File: src/verilog/core_defs.svh
// Overview of operation
// - One instruction cycle is four system clocks; execution advances in whole cycles.
// - Ordinary non-branching instructions complete in one instruction cycle.
// - Jump, call, return, interrupt return and table read take two cycles.
// - Writing program counter low jumps there and costs one extra cycle.
// - Conditional skip takes one cycle, plus one more when skipping.
// - Tests on a byte or bit proceed or skip the next instruction.
// - Call saves the following address; return resumes there.
// - Add sets carry above 255; subtract flags borrow below zero.
// - Increment and decrement change by one, into memory or accumulator.
// - AND, OR, XOR, complement set zero flag on zero result, into memory or accumulator.
// - Rotates shift one bit left or right, within byte or through carry.
// - Bit set and clear alter only the addressed bit of a byte.
// - Moves: memory to accumulator, accumulator to memory, immediate to accumulator.
// - Table read fetches fixed data from program memory into the accumulator.
// - Halt puts the core into its power-down condition.
`ifndef CORE_DEFS_SVH
`define CORE_DEFS_SVH
`define PH_FIRST 2'h0
`define PH_LAST 2'h3
`define PH_STEP 2'h1
`define PCL_ADDR 8'h00
`define PC_STEP 8'h01
`define SKIP_STEP 8'h02
`define BYTE_ONE 8'h01
`define BYTE_ZERO 8'h00
`define BYTE_MAX 10'h0FF
`define SUB_DEST_MEM 0
`define SUB_CARRY 1
`define SUB_SUBTRACT 2
`define SUB_IMM 3
`define SUB_LOGIC_DEST 2
`define SUB_BIT_POL 3
`define SUB_INTERRUPT_RETURN_INSTR 0
`define STACK_STEP 1
`endif

File: src/verilog/core_pkg.sv
package core_pkg;
    typedef enum logic [3:0] {
        OP_LOAD_ACC = 4'b0000,
        OP_STORE_ACC = 4'b0001,
        OP_LOAD_IMM = 4'b0010,
        OP_ADDSUB = 4'b0011,
        OP_INCDEC = 4'b0100,
        OP_LOGIC = 4'b0101,
        OP_ROTATE = 4'b0110,
        OP_SKIP_BYTE = 4'b0111,
        OP_SKIP_BIT = 4'b1000,
        OP_BIT_SET = 4'b1001,
        OP_BIT_CLEAR = 4'b1010,
        OP_JUMP = 4'b1011,
        OP_CALL = 4'b1100,
        OP_RETURN = 4'b1101,
        OP_TABLE_READ = 4'b1110,
        OP_HALT = 4'b1111
    } opcode_e;

    typedef enum logic [1:0] {
        ST_RUN = 2'b00,
        ST_EXTRA = 2'b01,
        ST_HALT = 2'b10
    } state_e;

    typedef struct packed {
        logic carry;
        logic zero;
    } flags_s;

    typedef struct packed {
        opcode_e op;
        logic [3:0] sub;
        logic [7:0] arg;
    } instr_s;
endpackage : core_pkg

File: src/verilog/mcu_instruction_execution.sv
`timescale 1ns/100ps
`include "core_defs.svh"
module mcu_instruction_execution #(
    parameter int DM_DEPTH = 16,
    parameter int STK_DEPTH = 4
) (
    // Clock and reset
    input wire logic clock,
    input wire logic nrst,
    // Program memory, combinational read of pm_addr
    output logic [7:0] pm_addr,
    input wire core_pkg::instr_s pm_data,
    // Wake pin from outside
    input wire logic wake_pin,
    // Status
    output logic halted,
    output logic retire,
    output logic [7:0] acc,
    output core_pkg::flags_s flags
);
    localparam int DM_AW = $clog2(DM_DEPTH);
    localparam int SP_W = $clog2(STK_DEPTH);

    core_pkg::state_e st_q;
    logic [1:0] phase_q;
    logic [7:0] pc_q;
    logic [7:0] acc_q;
    core_pkg::flags_s flags_q;
    logic tbl_q;
    logic [7:0] mem_q [DM_DEPTH];
    logic [7:0] stk_q [STK_DEPTH];
    logic [SP_W-1:0] sp_q;
    logic wake1_q, wake2_q, wake3_q;

    core_pkg::instr_s ins;
    logic exec, extra_end, ordinary;
    logic [DM_AW-1:0] idx;
    logic [2:0] bsel;
    logic [7:0] mem_rd, opb, bit_mask, res_val;
    logic wr_acc, wr_mem, pcl_wr, is_skip, skip_taken, branch;
    logic new_carry, upd_carry, upd_zero;
    logic [8:0] sum9;
    logic [SP_W-1:0] sp_dn;

    function automatic logic [8:0] addsub9(input logic [7:0] a,
        input logic [7:0] b, input logic cin, input logic sub);
        // Bit 8 is carry out on add, borrow out on subtract
        if (sub) begin
            addsub9 = {1'b0, a} - {1'b0, b} - {8'h00, cin};
        end else begin
            addsub9 = {1'b0, a} + {1'b0, b} + {8'h00, cin};
        end
    endfunction : addsub9

    assign ins = pm_data;
    assign idx = ins.arg[DM_AW-1:0];
    assign bsel = ins.sub[2:0];
    assign bit_mask = `BYTE_ONE << bsel;
    assign exec = (st_q == core_pkg::ST_RUN) && (phase_q == `PH_LAST);
    assign extra_end = (st_q == core_pkg::ST_EXTRA) && (phase_q == `PH_LAST);
    // Program counter low reads back as live PC
    assign mem_rd = (ins.arg == `PCL_ADDR) ? pc_q : mem_q[idx];
    assign opb = ins.sub[`SUB_IMM] ? ins.arg : mem_rd;
    assign sum9 = addsub9(acc_q, opb, ins.sub[`SUB_CARRY] & flags_q.carry,
        ins.sub[`SUB_SUBTRACT]);
    assign sp_dn = sp_q - SP_W'(`STACK_STEP);
    assign pcl_wr = wr_mem && (ins.arg == `PCL_ADDR);
    assign is_skip = (ins.op == core_pkg::OP_SKIP_BYTE)
        || (ins.op == core_pkg::OP_SKIP_BIT);
    // Byte test: sub bit 0 low skips on zero, high on nonzero
    assign skip_taken = exec && (
        ((ins.op == core_pkg::OP_SKIP_BYTE)
            && ((mem_rd == `BYTE_ZERO) ^ ins.sub[0]))
        || ((ins.op == core_pkg::OP_SKIP_BIT)
            && (mem_rd[bsel] == ins.sub[`SUB_BIT_POL])));
    assign branch = (ins.op == core_pkg::OP_JUMP)
        || (ins.op == core_pkg::OP_CALL)
        || (ins.op == core_pkg::OP_RETURN)
        || (ins.op == core_pkg::OP_TABLE_READ)
        || pcl_wr || skip_taken;
    assign ordinary = !branch && (ins.op != core_pkg::OP_HALT);
    assign retire = (exec && ordinary) || extra_end;
    // Table address comes from the accumulator during the second cycle
    assign pm_addr = (st_q == core_pkg::ST_EXTRA && tbl_q) ? acc_q : pc_q;
    assign halted = (st_q == core_pkg::ST_HALT);
    assign acc = acc_q;
    assign flags = flags_q;

    always_comb begin
        res_val = acc_q;
        wr_acc = 1'b0;
        wr_mem = 1'b0;
        new_carry = flags_q.carry;
        upd_carry = 1'b0;
        upd_zero = 1'b0;
        case (ins.op)
            core_pkg::OP_LOAD_ACC: begin
                res_val = mem_rd;
                wr_acc = 1'b1;
            end
            core_pkg::OP_STORE_ACC: begin
                wr_mem = 1'b1;
            end
            core_pkg::OP_LOAD_IMM: begin
                res_val = ins.arg;
                wr_acc = 1'b1;
            end
            core_pkg::OP_ADDSUB: begin
                res_val = sum9[7:0];
                new_carry = sum9[8];
                upd_carry = 1'b1;
                upd_zero = 1'b1;
                wr_mem = ins.sub[`SUB_DEST_MEM] && !ins.sub[`SUB_IMM];
                wr_acc = !wr_mem;
            end
            core_pkg::OP_INCDEC: begin
                res_val = ins.sub[`SUB_SUBTRACT] ? mem_rd - `BYTE_ONE
                    : mem_rd + `BYTE_ONE;
                upd_zero = 1'b1;
                wr_mem = ins.sub[`SUB_DEST_MEM];
                wr_acc = !ins.sub[`SUB_DEST_MEM];
            end
            core_pkg::OP_LOGIC: begin
                case (ins.sub[1:0])
                    2'h0: res_val = acc_q & opb;
                    2'h1: res_val = acc_q | opb;
                    2'h2: res_val = acc_q ^ opb;
                    default: res_val = ~mem_rd;
                endcase
                upd_zero = 1'b1;
                wr_mem = ins.sub[`SUB_LOGIC_DEST] && !ins.sub[`SUB_IMM];
                wr_acc = !wr_mem;
            end
            core_pkg::OP_ROTATE: begin
                case (ins.sub[1:0])
                    2'h0: res_val = {mem_rd[0], mem_rd[7:1]};
                    2'h1: res_val = {mem_rd[6:0], mem_rd[7]};
                    2'h2: res_val = {flags_q.carry, mem_rd[7:1]};
                    default: res_val = {mem_rd[6:0], flags_q.carry};
                endcase
                new_carry = ins.sub[0] ? mem_rd[7] : mem_rd[0];
                upd_carry = ins.sub[1];
                wr_mem = ins.sub[`SUB_LOGIC_DEST];
                wr_acc = !ins.sub[`SUB_LOGIC_DEST];
            end
            core_pkg::OP_BIT_SET: begin
                res_val = mem_rd | bit_mask;
                wr_mem = 1'b1;
            end
            core_pkg::OP_BIT_CLEAR: begin
                res_val = mem_rd & ~bit_mask;
                wr_mem = 1'b1;
            end
            default: begin
                res_val = acc_q;
            end
        endcase
    end

    always_ff @(posedge clock or negedge nrst) begin
        if (!nrst) begin
            wake1_q <= 1'b0;
            wake2_q <= 1'b0;
            wake3_q <= 1'b0;
        end else begin
            wake1_q <= wake_pin;
            wake2_q <= wake1_q;
            wake3_q <= wake2_q;
        end
    end

    // Phase counter is the four-clock instruction cycle
    always_ff @(posedge clock or negedge nrst) begin
        if (!nrst) begin
            phase_q <= `PH_FIRST;
        end else if (st_q == core_pkg::ST_HALT) begin
            phase_q <= `PH_FIRST;
        end else begin
            phase_q <= phase_q + `PH_STEP;
        end
    end

    always_ff @(posedge clock or negedge nrst) begin
        if (!nrst) begin
            st_q <= core_pkg::ST_RUN;
        end else if (exec && ins.op == core_pkg::OP_HALT) begin
            st_q <= core_pkg::ST_HALT;
        end else if (exec && branch) begin
            st_q <= core_pkg::ST_EXTRA;
        end else if (extra_end) begin
            st_q <= core_pkg::ST_RUN;
        end else if (halted && wake2_q && wake3_q) begin
            st_q <= core_pkg::ST_RUN;
        end
    end

    always_ff @(posedge clock or negedge nrst) begin
        if (!nrst) begin
            pc_q <= `BYTE_ZERO;
            sp_q <= '0;
            tbl_q <= 1'b0;
        end else if (exec) begin
            tbl_q <= (ins.op == core_pkg::OP_TABLE_READ);
            if (ins.op == core_pkg::OP_JUMP) begin
                pc_q <= ins.arg;
            end else if (ins.op == core_pkg::OP_CALL) begin
                pc_q <= ins.arg;
                sp_q <= sp_q + SP_W'(`STACK_STEP);
            end else if (ins.op == core_pkg::OP_RETURN) begin
                pc_q <= stk_q[sp_dn];
                sp_q <= sp_dn;
            end else if (pcl_wr) begin
                pc_q <= res_val;
            end else if (skip_taken) begin
                pc_q <= pc_q + `SKIP_STEP;
            end else begin
                pc_q <= pc_q + `PC_STEP;
            end
        end
    end

    always_ff @(posedge clock) begin
        if (exec && ins.op == core_pkg::OP_CALL) begin
            stk_q[sp_q] <= pc_q + `PC_STEP;
        end
        if (exec && wr_mem && !pcl_wr) begin
            mem_q[idx] <= res_val;
        end
    end

    always_ff @(posedge clock or negedge nrst) begin
        if (!nrst) begin
            acc_q <= `BYTE_ZERO;
            flags_q <= '0;
        end else if (extra_end && tbl_q) begin
            acc_q <= pm_data[7:0];
        end else if (exec) begin
            if (wr_acc) begin
                acc_q <= res_val;
            end
            if (upd_carry) begin
                flags_q.carry <= new_carry;
            end
            if (upd_zero) begin
                flags_q.zero <= (res_val == `BYTE_ZERO);
            end
        end
    end
endmodule : mcu_instruction_execution

File: config.mk
export PLATFORM = sky130hd
export DESIGN_NAME = mcu_instruction_execution
export DESIGN_NICKNAME = d
export VERILOG_FILES = /design/src/verilog/core_pkg.sv /design/src/verilog/mcu_instruction_execution.sv
export VERILOG_INCLUDE_DIRS = /design/src /design/src/verilog
export SDC_FILE = /design/constraint.sdc
export NUM_CORES = 1
export LEC_CHECK = 0
export BUFFER_PORTS_ARGS = -buffer_cell sky130_fd_sc_hd__buf_2
export CAP_MARGIN = 20
export CORE_ASPECT_RATIO = 1.1
export CORE_MARGIN = 2
export CORE_UTILIZATION = 48
export CTS_BUF_LIST = sky130_fd_sc_hd__clkbuf_8
export DETAILED_ROUTE_END_ITERATION = 12
export PLACE_DENSITY = 0.62
export SYNTH_ARGS = -nofsm -noshare
export SYNTH_HDL_FRONTEND = slang
export SYNTH_SLANG_ARGS = --single-unit
File: constraint.sdc
create_clock -name clock -period 12.4 [get_ports clock]
set_input_delay 2.48 -clock clock [delete_from_list [all_inputs] [get_ports clock]]
set_output_delay 2.48 -clock clock [all_outputs]
set_load 0.02 [all_outputs]
==> summary.txt <==
Worst setup path
  – R2r setup slk: 6.70 ns
  – Worst path slowest cell: or4_4
  – Delay-heaviest family, CP: simple AND/OR/NAND/NOR gates
  – Reg-to-Reg End: flags[0]
  – WP buf/inv: 3
  – Critical path endpoint category: primary output
  – Crit-path cells: buf_2 > buf_4 > mux4_2 > a22o_1 > nor4_2 > nor2_1 > or4_4 > o21a_1 > o211ai_2 > and2_4 > a31oi_1 > nor2_1 > buf_2
  – WP data required: roughly 9.9 ns
  – Worst Path Max Fanout: 33
  – WS Path Type: input pin to primary output
  – Slowest Stage Delay on Critical Path: 0.58 ns
  – Worst Path Arrival: 6.52 ns
  – R2r worst-path depth: 17
  – FF-to-FF Start: mem_q[1][0]
  – CP Launch Type: input pin

Placed design
  – Final HPWL DP: 22200 µm
  – IO Port Bufs: 38
  – Setup WS pre-CTS: 3.39 ns
  – Placed cell areas: around 11000 µm²
  – GPL Wtd Cong: around 0.96

Yosys
  – Syn Std Cell Area: around 11000 µm²
  – Syn Area/Cell: ~11 µm²
  – Syn_nets: 1049
  – Main flop type after synthesis: edfxtp_1
  – Synth Register Bits: about 190
  – Async SR Flop Fraction: 0.149
  – Register area share after synthesis: 0.502
  – EDFF count, synth: 160
  – Netlist cell types: 85
  – Yosys synthesis warning count: 0
  – Synthesized instance count: 982

Floorplan
  – Core area: between 20000 and 25000 µm²
  – Ports: 39
  – Die Footprint: 24100 µm²
  – DIE HEIGHT: 163 µm
  – Row count: 58
  – Starting Density: 0.484
  – Die width: between 100 and 150 µm

Power
  – Pint: about 1.2 mW
  – Power Total: 2.08 mW
  – PD cells: 177 nW/µm²
  – LEAKAGE: ~4.3 nW
  – Switching Power: 845 µW
  – Clock network power share: 0.194
  – Sequential share of power: 0.417
  – Switching share of power: 0.407
  – Comb power frac: 0.389
  – Peak VDD IR: between 100 and 150 µV

Run
  – Max_cap viols: 0

Clock network
  – Sink Count: about 190
  – Clk slew on worst S/H paths: ~0.11 ns
  – Root Buffer: clkbuf_8
  – Clk_lat worst skew: 0.48 ns
  – Cts repair resizes: 0
  – # H-tree levels: 4
  – Setup Fix Bufs, Post-CTS: 0
  – Clock buffer depth: 2
  – CTS tree: built
  – Post-cts hold buffer count: 0
  – Num CTS Buffers: 17

Min path
  – Hold path depth: 0
  – Hold crit path type: flip-flop to flip-flop
  – Worst Hold Path EP: wake2_q
  – Min-delay src: wake1_q

Global route
  – Initial antenna violation count: 1
  – Vias in the first global route: 7889
  – Largest net degree at the start of global routing: between 50 and 60
  – First-pass GRT wire length: between 40000 and 50000 µm
  – Grt total ovfl: 0
  – Total GRT Usage: 0.270

Timing
  – Final Hold Viols: 0
  – TNS Setup: 0 ns
  – Period utilization: 0.726
  – Final setup margin: between 3 and 4 ns
  – Setup Skew: between 0.02 and 0.03 ns
  – RSZ-0062 raised after global routing: false
  – Endpoints failing setup: 0
  – Tmin final: approximately 9.0 ns
  – Max Clk Rate: between 100 and 150 MHz
  – Fin. max-slew vios: 0
  – Slew margin rel.: 0.309
  – Transition time of the tightest slew-check pin: between 1 and 1.5 ns

Route
  – DRT Pass-1 Iters: 5
  – Wirelength per Cell: between 20 and 25 µm
  – DR vias/cell: around 6.3
  – Drt initial violations: between 800 and 900
  – DRC Markers: 0
  – WL final: approximately 32000 µm
  – DR vias: around 8300
  – Post-route antenna net violation count: 0

Finish
  – Utilization after layout: 0.519
  – Ratio of cells with drive above 1 in the final layout: 0.136
  – Area grow syn2layout: 7.15%
  – # nets final: approximately 1100
  – Cell area after layout: between 10000 and 15000 µm²

Status
  – Status: complete, no violations
==> metrics by stage <==
stage,hold WS (ns),cells
detailed placement,0.367,1273
global route,0.400,1306
CTS,0.406,1305
floorplan,0.331,982
finish,0.387,1306
global placement,0.344,1273
==> Yosys cell counts, types with 18 or more instances <==
library cell	instances	area, µm²
nor2_1	82	308
nor3_1	20	100
inv_1	48	180
nand3_1	20	100
ha_1	43	538
dfrtp_1	28	701
mux2i_1	34	340
o21ai_0	60	300
mux4_2	23	518
nand2_1	88	330
a21oi_1	47	235
clkbuf_1	33	124
edfxtp_1	160	4800
xnor2_1	18	158
nand2b_1	18	113
==> state kept, by name (all words and copies together), names as in the netlist <==
name,cells
acc,8
pc_q,8
stk_q,32
wake2_q,1
wake3_q,1
mem_q,128
st_q,2
wake1_q,1
sp_q,2
flags,2
tbl_q,1
phase_q,2
==> cell families after synthesis <==
logic type	count (synthesis)	synth area share
AO/OA/AOI/OAI	251	0.156
XOR/XNOR	32	0.0256
AND/OR/NAND/NOR	285	0.124
flip-flops	188	0.502
multiplexers	73	0.0950
buffers and inverters	105	0.0399
adder cells (fa/ha/maj)	48	0.0582
==> worst max-delay path by stage <==
stage | start | slack, ns | endpoint | depth (start not counted)
after global routing | pm_data[1] | 3.15 | retire | 13
after global placement | pm_data[1] | 3.50 | retire | 13
after CTS | pm_data[1] | 3.38 | retire | 13
after floorplan | pm_data[1] | 4.54 | retire | 14
final | pm_data[1] | 3.40 | retire | 13
after detailed placement | pm_data[1] | 3.39 | retire | 13
==> power groups by stage <==
stage                     Clock (mW)  Combinational (mW)  Sequential, mW
after floorplan                    0               0.571           0.844
after global placement             0               0.795           0.881
after detailed placement           0               0.802           0.880
after global routing           0.434               0.897           0.874
final                          0.403               0.809           0.867
after CTS                      0.412               0.807           0.865
==> cells in the final DEF (no fill, tap or decap), types with 23 or more instances in the layout <==
cell,Yosys,layout
dfrtp_1,28,28
nor2_1,82,82
ha_1,43,43
inv_1,48,48
edfxtp_1,160,160
mux4_2,23,23
mux2i_1,34,34
nand2_1,88,88
a21oi_1,47,47
buf_2,11,38
o21ai_0,60,60
==> layer usage <==
layer  vias up  global-route usage  part of all wire
met1      4081               0.365              0.42
met5         -                   0                 0
met3        74              0.0532             0.069
met2       378               0.433              0.47
li1       3726                   -                 -
met4         0               0.106             0.038
==> final cells by class <==
cell class                      instances  area, µm²
Tap cell                              300        375
Sequential cell                       188       5510
Clock inverter                         15        150
Fill cell                            2040      10900
Timing Repair Buffer                   46        250
Clock buffer                           17        234
Antenna cell                            1       2.50
Inverter                               50        188
Multi-Input combinational cell        689       5050
Note: power is estimated with default switching activity, not from simulation.
